<file path="src/sync_latch_event_mask_cfg_defines.svh">
/*
 * Offsets, field positions, reset values and codes of the sync/latch,
 * extended I/O and event mask register group.
 * Assumes byte-wide access from both sides and a single clock.
 */
`ifndef SYNC_LATCH_EVENT_MASK_CFG_DEFINES_SVH
`define SYNC_LATCH_EVENT_MASK_CFG_DEFINES_SVH

// Byte addresses of the group
`define SLC_OFF          16'h0151
`define EXT_LO_OFF       16'h0152
`define EXT_HI_OFF       16'h0153
`define NET_MASK_OFF     16'h0200
`define APP_MASK_OFF     16'h0204
`define SECOND_SYNC_STAT_OFF 16'h098F

// Fields of the sync/latch configuration byte
`define SLC_MAP1_BIT     7
`define SLC_MODE1_BIT    6
`define SLC_DRV1_LSB     4
`define SLC_MAP0_BIT     3
`define SLC_MODE0_BIT    2
`define SLC_DRV0_LSB     0

// Bits of the application event request word fed by the sync signals
`define APP_REQ_SECOND_BIT 3
`define APP_REQ_FIRST_BIT  2

// Reset values
`define SLC_RESET        8'h00
`define EXT_RESET        16'h0000
`define NET_MASK_RESET   16'h0000
`define APP_MASK_RESET   32'h00FFFF0F

// Sync output driver codes
`define DRV_PP_LOW       2'h0
`define DRV_OD_LOW       2'h1
`define DRV_PP_HIGH      2'h2
`define DRV_OS_HIGH      2'h3

`endif

</file>
<file path="src/sync_latch_event_mask_cfg_pkg.sv">
/*
 * Types shared by the sync/latch and event mask register group.
 * Assumes the defines header is compiled alongside.
 */
package sync_latch_event_mask_cfg_pkg;

	// One byte access from either side
	typedef struct packed {
		logic        rd;    // Read strobe
		logic        wr;    // Write strobe
		logic [15:0] addr;  // Byte address
		logic [7:0]  wdata; // Write byte
	} acc_req_t;

	// Read answer, one cycle after the strobe
	typedef struct packed {
		logic       rvalid; // Answer valid
		logic [7:0] rdata;  // Read byte
	} acc_rsp_t;

	// Drive of a shared two-way pin
	typedef struct packed {
		logic out; // Level driven
		logic oe;  // High while driving
	} pin_drive_t;

endpackage : sync_latch_event_mask_cfg_pkg

</file>
<file path="src/sync_latch_event_mask_cfg.sv">
/*
 * Sync/latch pin configuration, extended I/O configuration and the two
 * event masks, with the event gating they steer.
 * Assumes both access sides and the event sources run on mclk_i; the
 * shared pins come from outside and are synchronised here.
 */
`include "sync_latch_event_mask_cfg_defines.svh"

module sync_latch_event_mask_cfg
	import sync_latch_event_mask_cfg_pkg::*;
(
	input  wire logic        mclk_i,            // 25 MHz clock
	input  wire logic        rst_i,             // Synchronous reset, active high
	input  wire acc_req_t    net_req_i,         // Network side access
	output acc_rsp_t         net_rsp_o,         // Network side answer
	input  wire acc_req_t    host_req_i,        // Host interface access
	output acc_rsp_t         host_rsp_o,        // Host interface answer
	input  wire logic        cfg_load_i,        // Start-up configuration load pulse
	input  wire logic [7:0]  cfg_slc_i,         // Loaded sync/latch byte
	input  wire logic [15:0] cfg_ext_i,         // Loaded extended config word
	input  wire logic        mode_dio_i,        // 1 digital I/O, 0 serial interface
	input  wire logic        bidir_opt_i,       // Bidirectional option bit
	input  wire logic        first_sync_i,      // First sync signal
	input  wire logic        second_sync_i,     // Second sync signal
	input  wire logic        first_pin_i,       // First shared pin level
	input  wire logic        second_pin_i,      // Second shared pin level
	output pin_drive_t       first_pin_o,       // First shared pin drive
	output pin_drive_t       second_pin_o,      // Second shared pin drive
	output logic             first_latch_o,     // Synchronised first latch input
	output logic             second_latch_o,    // Synchronised second latch input
	input  wire logic [31:0] app_event_src_i,   // Other application event requests
	input  wire logic [15:0] net_event_req_i,   // Network event requests
	output logic [15:0]      net_event_o,       // Masked events for frames
	output logic [31:0]      app_event_req_o,   // Application event request word
	output logic             host_irq_o,        // Host interrupt line, active high
	output logic [15:0]      io_dir_o,          // Per-pin direction, 1 output
	output logic [15:0]      io_open_drain_o,   // Per-pin buffer, 1 open drain
	output logic             io_bidir_o         // All I/O bidirectional
);

	logic [7:0]  slc_cfg;        // Sync/latch configuration byte
	logic [15:0] ext_cfg;        // Extended configuration word
	logic [15:0] net_mask;       // Network event mask
	logic [31:0] app_mask;       // Application event mask
	logic        second_sync_q;  // Previous second sync level
	logic        second_evt;     // Sticky mapped second sync
	logic [1:0]  pin0_sync;      // First pin synchroniser
	logic [1:0]  pin1_sync;      // Second pin synchroniser
	logic [31:0] next_req;       // Request word being formed
	logic        bidir_act;      // Bidirectional mode in force
	logic        second_clr;     // Status read seen on either side
	logic        second_set;     // Mapped second sync rising edge

	// Read value of one byte address, low byte at the low address
	function automatic logic [7:0] read_byte(input logic [15:0] a);
		logic [15:0] ext_vis;
		ext_vis = ext_cfg;
		if (mode_dio_i) begin
			ext_vis[15:8] = 8'h00;
			if (bidir_act) begin
				ext_vis[7:0] = 8'h00;
			end
		end
		read_byte = 8'h00;                            // Unmapped reads zero
		case (a)
			`SLC_OFF:              read_byte = slc_cfg;
			`EXT_LO_OFF:           read_byte = ext_vis[7:0];
			`EXT_HI_OFF:           read_byte = ext_vis[15:8];
			`NET_MASK_OFF:         read_byte = net_mask[7:0];
			`NET_MASK_OFF + 16'h1: read_byte = net_mask[15:8];
			`APP_MASK_OFF:         read_byte = app_mask[7:0];
			`APP_MASK_OFF + 16'h1: read_byte = app_mask[15:8];
			`APP_MASK_OFF + 16'h2: read_byte = app_mask[23:16];
			`APP_MASK_OFF + 16'h3: read_byte = app_mask[31:24];
			default:               read_byte = 8'h00;
		endcase
	endfunction : read_byte

	// Pin drive for one shared pin from its mode bit and driver code
	function automatic pin_drive_t drive_pin(input logic is_out,
	                                         input logic [1:0] code,
	                                         input logic level);
		drive_pin = '0;
		if (is_out) begin
			case (code)
				`DRV_PP_LOW:  drive_pin = '{out: ~level, oe: 1'b1};
				`DRV_OD_LOW:  drive_pin = '{out: 1'b0,   oe: level};
				`DRV_PP_HIGH: drive_pin = '{out: level,  oe: 1'b1};
				`DRV_OS_HIGH: drive_pin = '{out: 1'b1,   oe: level};
				default:      drive_pin = '0;
			endcase
		end
	endfunction : drive_pin

	// Bidirectional option only counts in digital I/O mode
	assign bidir_act = mode_dio_i & bidir_opt_i;
	assign second_clr = (net_req_i.rd && net_req_i.addr == `SECOND_SYNC_STAT_OFF) ||
	                    (host_req_i.rd && host_req_i.addr == `SECOND_SYNC_STAT_OFF);
	assign second_set = slc_cfg[`SLC_MAP1_BIT] & second_sync_i & ~second_sync_q;

	// Configuration fields: no side writes them, only the start-up load
	always_ff @(posedge mclk_i) begin
		if (rst_i) begin
			slc_cfg <= `SLC_RESET;
			ext_cfg <= `EXT_RESET;
		end else if (cfg_load_i) begin
			slc_cfg <= cfg_slc_i;
			ext_cfg <= cfg_ext_i;
		end
	end

	// Network mask: byte writes from the network side only
	always_ff @(posedge mclk_i) begin
		if (rst_i) begin
			net_mask <= `NET_MASK_RESET;
		end else if (net_req_i.wr) begin
			if (net_req_i.addr == `NET_MASK_OFF) begin
				net_mask[7:0] <= net_req_i.wdata;
			end else if (net_req_i.addr == `NET_MASK_OFF + 16'h1) begin
				net_mask[15:8] <= net_req_i.wdata;
			end
		end
	end

	// Application mask: byte writes from the host only
	always_ff @(posedge mclk_i) begin
		if (rst_i) begin
			app_mask <= `APP_MASK_RESET;
		end else if (host_req_i.wr) begin
			case (host_req_i.addr)
				`APP_MASK_OFF:         app_mask[7:0]   <= host_req_i.wdata;
				`APP_MASK_OFF + 16'h1: app_mask[15:8]  <= host_req_i.wdata;
				`APP_MASK_OFF + 16'h2: app_mask[23:16] <= host_req_i.wdata;
				`APP_MASK_OFF + 16'h3: app_mask[31:24] <= host_req_i.wdata;
				default:               app_mask        <= app_mask;
			endcase
		end
	end

	// Read answers, one cycle after the strobe
	always_ff @(posedge mclk_i) begin
		if (rst_i) begin
			net_rsp_o  <= '0;
			host_rsp_o <= '0;
		end else begin
			net_rsp_o.rvalid  <= net_req_i.rd;
			net_rsp_o.rdata   <= net_req_i.rd ? read_byte(net_req_i.addr) : 8'h00;
			host_rsp_o.rvalid <= host_req_i.rd;
			host_rsp_o.rdata  <= host_req_i.rd ? read_byte(host_req_i.addr) : 8'h00;
		end
	end

	// Second sync event: sticky, set beats a same-cycle status read
	always_ff @(posedge mclk_i) begin
		if (rst_i) begin
			second_sync_q <= 1'b0;
			second_evt    <= 1'b0;
		end else begin
			second_sync_q <= second_sync_i;
			if (second_set) begin
				second_evt <= 1'b1;
			end else if (second_clr) begin
				second_evt <= 1'b0;
			end
		end
	end

	// Request word with the sync bits put in their slots
	always_comb begin
		next_req = app_event_src_i;
		next_req[`APP_REQ_SECOND_BIT] = second_evt;
		next_req[`APP_REQ_FIRST_BIT] = slc_cfg[`SLC_MAP0_BIT] & first_sync_i;
	end

	// Event gating toward frames and host interrupt
	always_ff @(posedge mclk_i) begin
		if (rst_i) begin
			app_event_req_o <= 32'h00000000;
			host_irq_o      <= 1'b0;
			net_event_o     <= 16'h0000;
		end else begin
			app_event_req_o <= next_req;
			host_irq_o      <= |(next_req & app_mask);
			net_event_o     <= net_event_req_i & net_mask;
		end
	end

	// Shared pins: outside levels pass two flops before use
	always_ff @(posedge mclk_i) begin
		if (rst_i) begin
			pin0_sync      <= 2'h0;
			pin1_sync      <= 2'h0;
			first_latch_o  <= 1'b0;
			second_latch_o <= 1'b0;
		end else begin
			pin0_sync      <= {pin0_sync[0], first_pin_i};
			pin1_sync      <= {pin1_sync[0], second_pin_i};
			// Latch input seen only while the pin is not a sync output
			first_latch_o  <= ~slc_cfg[`SLC_MODE0_BIT] & pin0_sync[1];
			second_latch_o <= ~slc_cfg[`SLC_MODE1_BIT] & pin1_sync[1];
		end
	end

	// Shared pin drivers; released while acting as latch inputs
	always_ff @(posedge mclk_i) begin
		if (rst_i) begin
			first_pin_o  <= '0;
			second_pin_o <= '0;
		end else begin
			first_pin_o  <= drive_pin(slc_cfg[`SLC_MODE0_BIT],
			                          slc_cfg[`SLC_DRV0_LSB +: 2], first_sync_i);
			second_pin_o <= drive_pin(slc_cfg[`SLC_MODE1_BIT],
			                          slc_cfg[`SLC_DRV1_LSB +: 2], second_sync_i);
		end
	end

	// I/O pair setup; layout depends on interface mode
	always_ff @(posedge mclk_i) begin
		if (rst_i) begin
			io_dir_o        <= 16'h0000;
			io_open_drain_o <= 16'h0000;
			io_bidir_o      <= 1'b0;
		end else begin
			io_bidir_o <= bidir_act;
			for (int k = 0; k < 8; k++) begin
				// Each direction bit covers one pin pair
				io_dir_o[2*k +: 2] <= {2{ext_cfg[k] & ~bidir_act}};
				// Buffer types exist only in the serial layout
				io_open_drain_o[2*k +: 2] <= {2{ext_cfg[8+k] & ~mode_dio_i}};
			end
		end
	end

	a_second_sticky: assert property (@(posedge mclk_i) disable iff (rst_i)
		second_evt && !second_clr |=> second_evt)
		else $error("mapped second sync bit lost without a status read");

	a_second_clear: assert property (@(posedge mclk_i) disable iff (rst_i)
		second_clr && !second_set |=> ##1 !app_event_req_o[`APP_REQ_SECOND_BIT])
		else $error("second sync bit not cleared by status read");

	a_first_map: assert property (@(posedge mclk_i) disable iff (rst_i)
		app_event_req_o[`APP_REQ_FIRST_BIT] ==
		$past(slc_cfg[`SLC_MAP0_BIT] & first_sync_i))
		else $error("first sync bit not following its mapping");

	a_latch_pin_free: assert property (@(posedge mclk_i) disable iff (rst_i)
		!slc_cfg[`SLC_MODE1_BIT] ##1 !slc_cfg[`SLC_MODE1_BIT] |-> !second_pin_o.oe)
		else $error("second pin driven while a latch input");

	a_open_drain_low: assert property (@(posedge mclk_i) disable iff (rst_i)
		slc_cfg[`SLC_MODE0_BIT] && slc_cfg[1:0] == `DRV_OD_LOW |=>
		!first_pin_o.out && first_pin_o.oe == $past(first_sync_i))
		else $error("open drain first pin drives wrong level");

	a_net_mask_host_ro: assert property (@(posedge mclk_i) disable iff (rst_i)
		host_req_i.wr && !net_req_i.wr |=> $stable(net_mask))
		else $error("host write changed network mask");

	a_app_mask_net_ro: assert property (@(posedge mclk_i) disable iff (rst_i)
		net_req_i.wr && !host_req_i.wr |=> $stable(app_mask))
		else $error("network write changed application mask");

	a_ext_high_zero: assert property (@(posedge mclk_i) disable iff (rst_i)
		host_req_i.rd && host_req_i.addr == `EXT_HI_OFF && mode_dio_i |=>
		host_rsp_o.rvalid && host_rsp_o.rdata == 8'h00)
		else $error("reserved extended byte not zero in digital mode");

	a_irq_gate: assert property (@(posedge mclk_i) disable iff (rst_i)
		(app_mask == 32'h00000000)[*2] |-> !host_irq_o)
		else $error("interrupt raised with every request masked");

	a_net_event_gate: assert property (@(posedge mclk_i) disable iff (rst_i)
		1'b1 |=> net_event_o == ($past(net_event_req_i) & $past(net_mask)))
		else $error("network event not gated by its mask");

endmodule : sync_latch_event_mask_cfg

</file>
<file path="config.mk">
export PLATFORM = sky130hd
export DESIGN_NAME = sync_latch_event_mask_cfg
export DESIGN_NICKNAME = d
export VERILOG_FILES = /design/src/sync_latch_event_mask_cfg_pkg.sv /design/src/sync_latch_event_mask_cfg.sv
export VERILOG_INCLUDE_DIRS = /design/src
export SDC_FILE = /design/constraint.sdc
export NUM_CORES = 1
export LEC_CHECK = 0
export BUFFER_PORTS_ARGS = -buffer_cell sky130_fd_sc_hd__buf_2
export CORE_ASPECT_RATIO = 1.4
export CORE_MARGIN = 2
export CORE_UTILIZATION = 50
export CTS_BUF_LIST = sky130_fd_sc_hd__clkbuf_16
export CTS_CLUSTER_SIZE = 8
export DETAILED_ROUTE_END_ITERATION = 10
export HOLD_SLACK_MARGIN = 0.02
export PLACE_DENSITY = 0.8
export SYNTH_ARGS = -nofsm -noshare
export SYNTH_HDL_FRONTEND = slang
export SYNTH_SLANG_ARGS = --single-unit
</file>
<file path="constraint.sdc">
create_clock -name mclk_i -period 2 [get_ports mclk_i]
set_clock_uncertainty 0.15 [all_clocks]
set_input_delay 0 -clock mclk_i [delete_from_list [all_inputs] [get_ports mclk_i]]
set_output_delay 0 -clock mclk_i [all_outputs]
set_load 0.01 [all_outputs]
</file>
Word level (Yosys, flattened, before mapping)
Cells that the tools add are included.

Add/subtract/negate cells: 0. Multipliers: 0. Divide/modulo/power cells: 0. Order comparisons: 0. Equality and inequality tests: 26. Shift-type cells: 0. Multiplexer cells: 8. Bitwise logic cells: 34. Reduce and logical (&&, ||, !) cells: 17.

Operators by type and width (count): 16-bit by 10-bit equality test with 1-bit output, second input constant (12); 8-bit case mux with 9 select lines (2); 16-bit by 9-bit equality test with 1-bit output, second input constant (6); 32-bit AND (1); 16-bit by 12-bit equality test with 1-bit output, second input constant (2); 32-bit OR reduction (1); 1-bit AND (22); 16-bit AND (1); 16-bit 2-to-1 mux (1); 2-bit case mux with 4 select lines (2); 1-bit inverter (10); 2-bit AND reduction (5); 2-bit equality test, second input constant (4); 8-bit 2-to-1 mux (1); 2-bit OR reduction (4); 2-bit by 1-bit equality test with 1-bit output, second input constant (2); 2-bit zero test (2); 3-bit AND reduction (1); 1-bit logical AND (2); 1-bit 2-to-1 mux (2); 2-bit nonzero test (1); 1-bit logical OR (1).

Flip-flop bits (word level): 182. Bits in latches: 0. Bits in writable memories: 0. Bits in read-only memories: 0. Input bits: 133. Output and inout port bits: 106. Memories: 0.

Logic depth before layout (Yosys ltp)
Word-level depth: 5. Gate-level depth with buffers: 7.

Least setup slack after synthesis
OpenSTA, ideal clock, no wires.

Path type: input to register. Start point: input port host_req_i[21] in the netlist's numbering. End point: register host_rsp_o[5] in the netlist's numbering. Setup time: 74 ps. Data arrival time: 1611 ps. Data required time: 1776 ps. Setup slack: 165 ps. Stages: 5. Cells stage by stage: or4_4 or4_1 buf_6 or2_1 a31oi_1.

Word-level cells in the longest chain between the ends: 2. Elaborated cells between the ends (all ways): 10.

RTL lines: start, declared (RTL line sync_latch_event_mask_cfg.sv:16) `input wire acc_req_t host_req_i,`; 16-bit by 10-bit equality test with 1-bit output / 16-bit by 9-bit equality test with 1-bit output (equally long branches) (RTL line sync_latch_event_mask_cfg.sv:65) `case (a)`; 8-bit case mux with 9 select lines (*) (RTL line sync_latch_event_mask_cfg.sv:65); end, declared (RTL line sync_latch_event_mask_cfg.sv:17) `output acc_rsp_t host_rsp_o,`.

Every way passes the cells marked *; elsewhere a longest branch is shown, timed or not. A chain may end at the register's enable or synchronous reset.

Worst setup path in the final report
Start point: input port net_req_i[12] in the netlist's numbering. End point: register net_mask[5].

Word-level cells in the longest chain between the ends: 2.

RTL lines: start, declared (RTL line sync_latch_event_mask_cfg.sv:14) `input wire acc_req_t net_req_i,`; 16-bit by 10-bit equality test with 1-bit output; 2-bit AND reduction (no source line); end signal, assigned (RTL line sync_latch_event_mask_cfg.sv:115) `` net_mask <= `NET_MASK_RESET; ``; end signal, assigned (RTL line sync_latch_event_mask_cfg.sv:118) `net_mask[7:0] <= net_req_i.wdata;`; end, declared (RTL line sync_latch_event_mask_cfg.sv:43) `logic [15:0] net_mask;`.

Every way passes these cells.

==> flow_summary.json <==
{
  "max_clock_freq_ghz": 0.518,
  "clk_latency_ps": 430,
  "nets": 1192,
  "endpoint_kind": "flop",
  "start_kind": "input port",
  "vias": 7304,
  "htreeDepth": 4,
  "setup_violations": 0,
  "holdCritPathClass": "in -> reg",
  "drt_iter0_drc": 691,
  "grtUsageTotal_pct": 33.1,
  "fin_crit_sh_pct": 96.6,
  "dp.cells": 1099,
  "io_pins": 239,
  "synth_seq_cells": 168,
  "grt_pass1_wl_um": 38200,
  "leakagePower_nw": 4.49,
  "synth_cells": 709,
  "status": "finished, final reports clean",
  "synth.top_cell.area_share_pct": 48.3,
  "dp_hpwl_um": 15900,
  "critical_path_class": "in -> reg",
  "antenna_found_initial": 0,
  "cp_data_required_time_ps": 2150,
  "path_clk_slew_ps": 60,
  "drv_cap": 0,
  "timing.slew.headroom_pct": 51.4,
  "areaGrowthSynthToFinish_pct": 46.2,
  "clock_sinks": 168,
  "cts_tree": "yes",
  "gp_congestion": 0.985,
  "cp_data_arrival_time_ps": 2080,
  "die_area_mm2": 0.0149,
  "yosysSeqAreaShare_pct": 48.3,
  "core_mm2": 0.0138,
  "clockRootBuffer": "clkbuf_16",
  "maxSlewViolCount": 0,
  "fillers": 901,
  "synth_warnings": 0,
  "avgSynthCellArea_um2": 9.81,
  "synth_edf_count": 0,
  "drt-pass1-iter-count": 8,
  "initial_core_util_pct": 50.5,
  "async_flop_share_pct": 0,
  "die_h_um": 144,
  "core.rowCount": 51,
  "worst_pin_slew_ps": 730,
  "cts-buffers-inserted": 17,
  "synth_area_leaders": "dfxtp_1 48%, mux2i_1 8.1%, nor2_1 5.7%, mux4_2 4.5%, nor2b_1 3.9%",
  "crit_fanout": 8,
  "route.detailed.drc": 0,
  "syn-num-nets": 842,
  "finalCriticalPeriod_ps": 1930,
  "antenna_left": 0,
  "grt-ovfl-total": 0,
  "grt_max_degree": 79,
  "die_width_um": 104,
  "drt_wl_total_um": 25400,
  "synthFlopType": "dfxtp_1",
  "wire_per_inst_um": 20.2,
  "finish.utilization_pct": 73.8,
  "synthesis.area_mm2": 0.00696,
  "power_density_mw_per_mm2": 735,
  "vias_per_cell": 5.82,
  "drive_gt1_share_pct": 30.5,
  "cts_buffer_depth": 2,
  "yosys.area.top_type": "dfxtp_1",
  "ir_drop_mv": 0.522,
  "first_global_vias": 7313,
  "portBuffers": 236,
  "hold_violations": 0,
  "yosys.cell_types.count": 57,
  "finalNonFillerCells": 1255
}
==> layout by cell type, fill, tap and decap left out, types with 5 or more instances in the layout <==
cell / instances
inv_1: 10
nand2_1: 32
nor3_1: 30
nor2b_1: 43
clkbuf_16: 17
dlygate4sd3_1: 123
buf_2: 234
nand4_1: 7
a22o_1: 13
and4b_1: 5
and2_1: 9
nand2b_1: 11
nor2_1: 106
mux2i_1: 55
a31oi_1: 8
o22ai_1: 7
buf_4: 30
mux4_2: 14
dfxtp_1: 168
a222oi_1: 5
nand3_1: 5
a21oi_1: 32
o21ai_0: 5
nand4b_1: 14
a22oi_1: 10
==> flip-flops by register name, indices dropped and copies added (netlist names), 8 cells and up <==
register	cells
app_event_req_o	32
app_mask	32
ext_cfg	16
net_event_o	16
net_mask	16
host_rsp_o	9
net_rsp_o	9
io_dir_o	8
io_open_drain_o	8
slc_cfg	8
==> power by group <==
group | internal, W | switching, W | leakage, nW | total [W]
clock | 0.00179 | 0.00132 | 0.268 | 0.00312
sequential | 0.00343 | 0.0000525 | 1.37 | 0.00348
combinational | 0.000456 | 0.000421 | 2.85 | 0.000878
==> final timing paths <==
check,startpoint,slack (ps),endpoint,cells past startpoint
worst max-delay path,net_req_i[12],70,net_mask[5]$_SDFFE_PP0P_,9
worst min-delay path,net_req_i[23],60,net_rsp_o[7]$_SDFF_PP0_,6
worst max register to register,app_mask[29]$_SDFFE_PP0P_,320,host_irq_o$_SDFF_PP0_,5
worst min register to register,pin0_sync[0]$_SDFF_PP0_,310,pin0_sync[1]$_SDFF_PP0_,1
==> cells by family (layout without fill, tap and decap cells) <==
group / count (synthesis) / in the layout / synth area share [%]
compound gates: 100 / 100 / 10.1
buf+inv: 68 / 428 / 4.82
flops: 168 / 168 / 48.3
mux: 73 / 73 / 13.1
other cells: 0 / 1 / 0
simple gates: 300 / 300 / 23.6
==> synthesized netlist by cell type (5+ instances only) <==
library cell,number
a22oi_1,10
buf_2,7
buf_4,17
dfxtp_1,168
o21ai_0,5
a31oi_1,8
clkbuf_1,32
a21oi_1,32
nor3_1,31
nand4_1,7
nor2_1,106
and4b_1,5
mux2i_1,56
mux4_2,14
nand3_1,5
nor2b_1,43
a22o_1,13
and2_1,9
nand2_1,32
o22ai_1,7
nand4b_1,14
a222oi_1,5
inv_1,7
nand2b_1,11
==> metrics by stage <==
| step | hold slack, ps | worst slack (ps) | TNS, ps | total power (W) | area, µm² |
|---|---|---|---|---|---|
| after global routing | 93.4 | -24.0 | -29.1 | 0.00766 | 10200 |
| after detailed placement | 73.4 | -24.7 | -77.0 | 0.00418 | 8330 |
| after global placement | 62.2 | -11.4 | -39.9 | 0.00417 | 8330 |
| after floorplan | -29.2 | 165 | 0 | 0.00388 | 6960 |
| final | 56.7 | 68.1 | 0 | 0.00748 | 10200 |
| after CTS | 57.2 | 64.4 | 0 | 0.00741 | 10100 |
==> worst max-delay path, cell delays in order <==
cell           delay, ps
dlygate4sd3_1        550
buf_2                160
nor3_4               220
nand4_1              150
buf_6                200
nor4b_2              220
buf_4                260
mux2i_4              260
nor2_1                60
==> cell type report <==
type                       instances  area (µm²)  share of cell area [%]
clock buffer                      17         425                    4.18
multi-input combinational        473        3300                    32.4
inverter                           7        26.3                   0.258
timing repair buffer             392        2710                    26.6
antenna                            1        2.50                  0.0246
sequential                       168        3360                    33.1
clock inverter                    12         116                    1.14
tap                              185         231                    2.28
==> layer usage <==
metal	GRT usage [%]	routed length, µm	up-vias	share of wire, %
li1	-	-	3217	-
met1	35.1	8820	3418	35
met2	58.3	12500	507	49
met3	6.98	1990	162	7.8
met4	24.3	2060	0	8.1
met5	0	0	-	0
==> what timing repair did <==
item,4_1_cts,5_1_grt
hold endpoints to repair,162,0
buffers inserted,0,3
endpoints found under the setup margin,0,19
resized for setup,0,8
hold buffers,123,0
(Power assumes the default switching activity.)
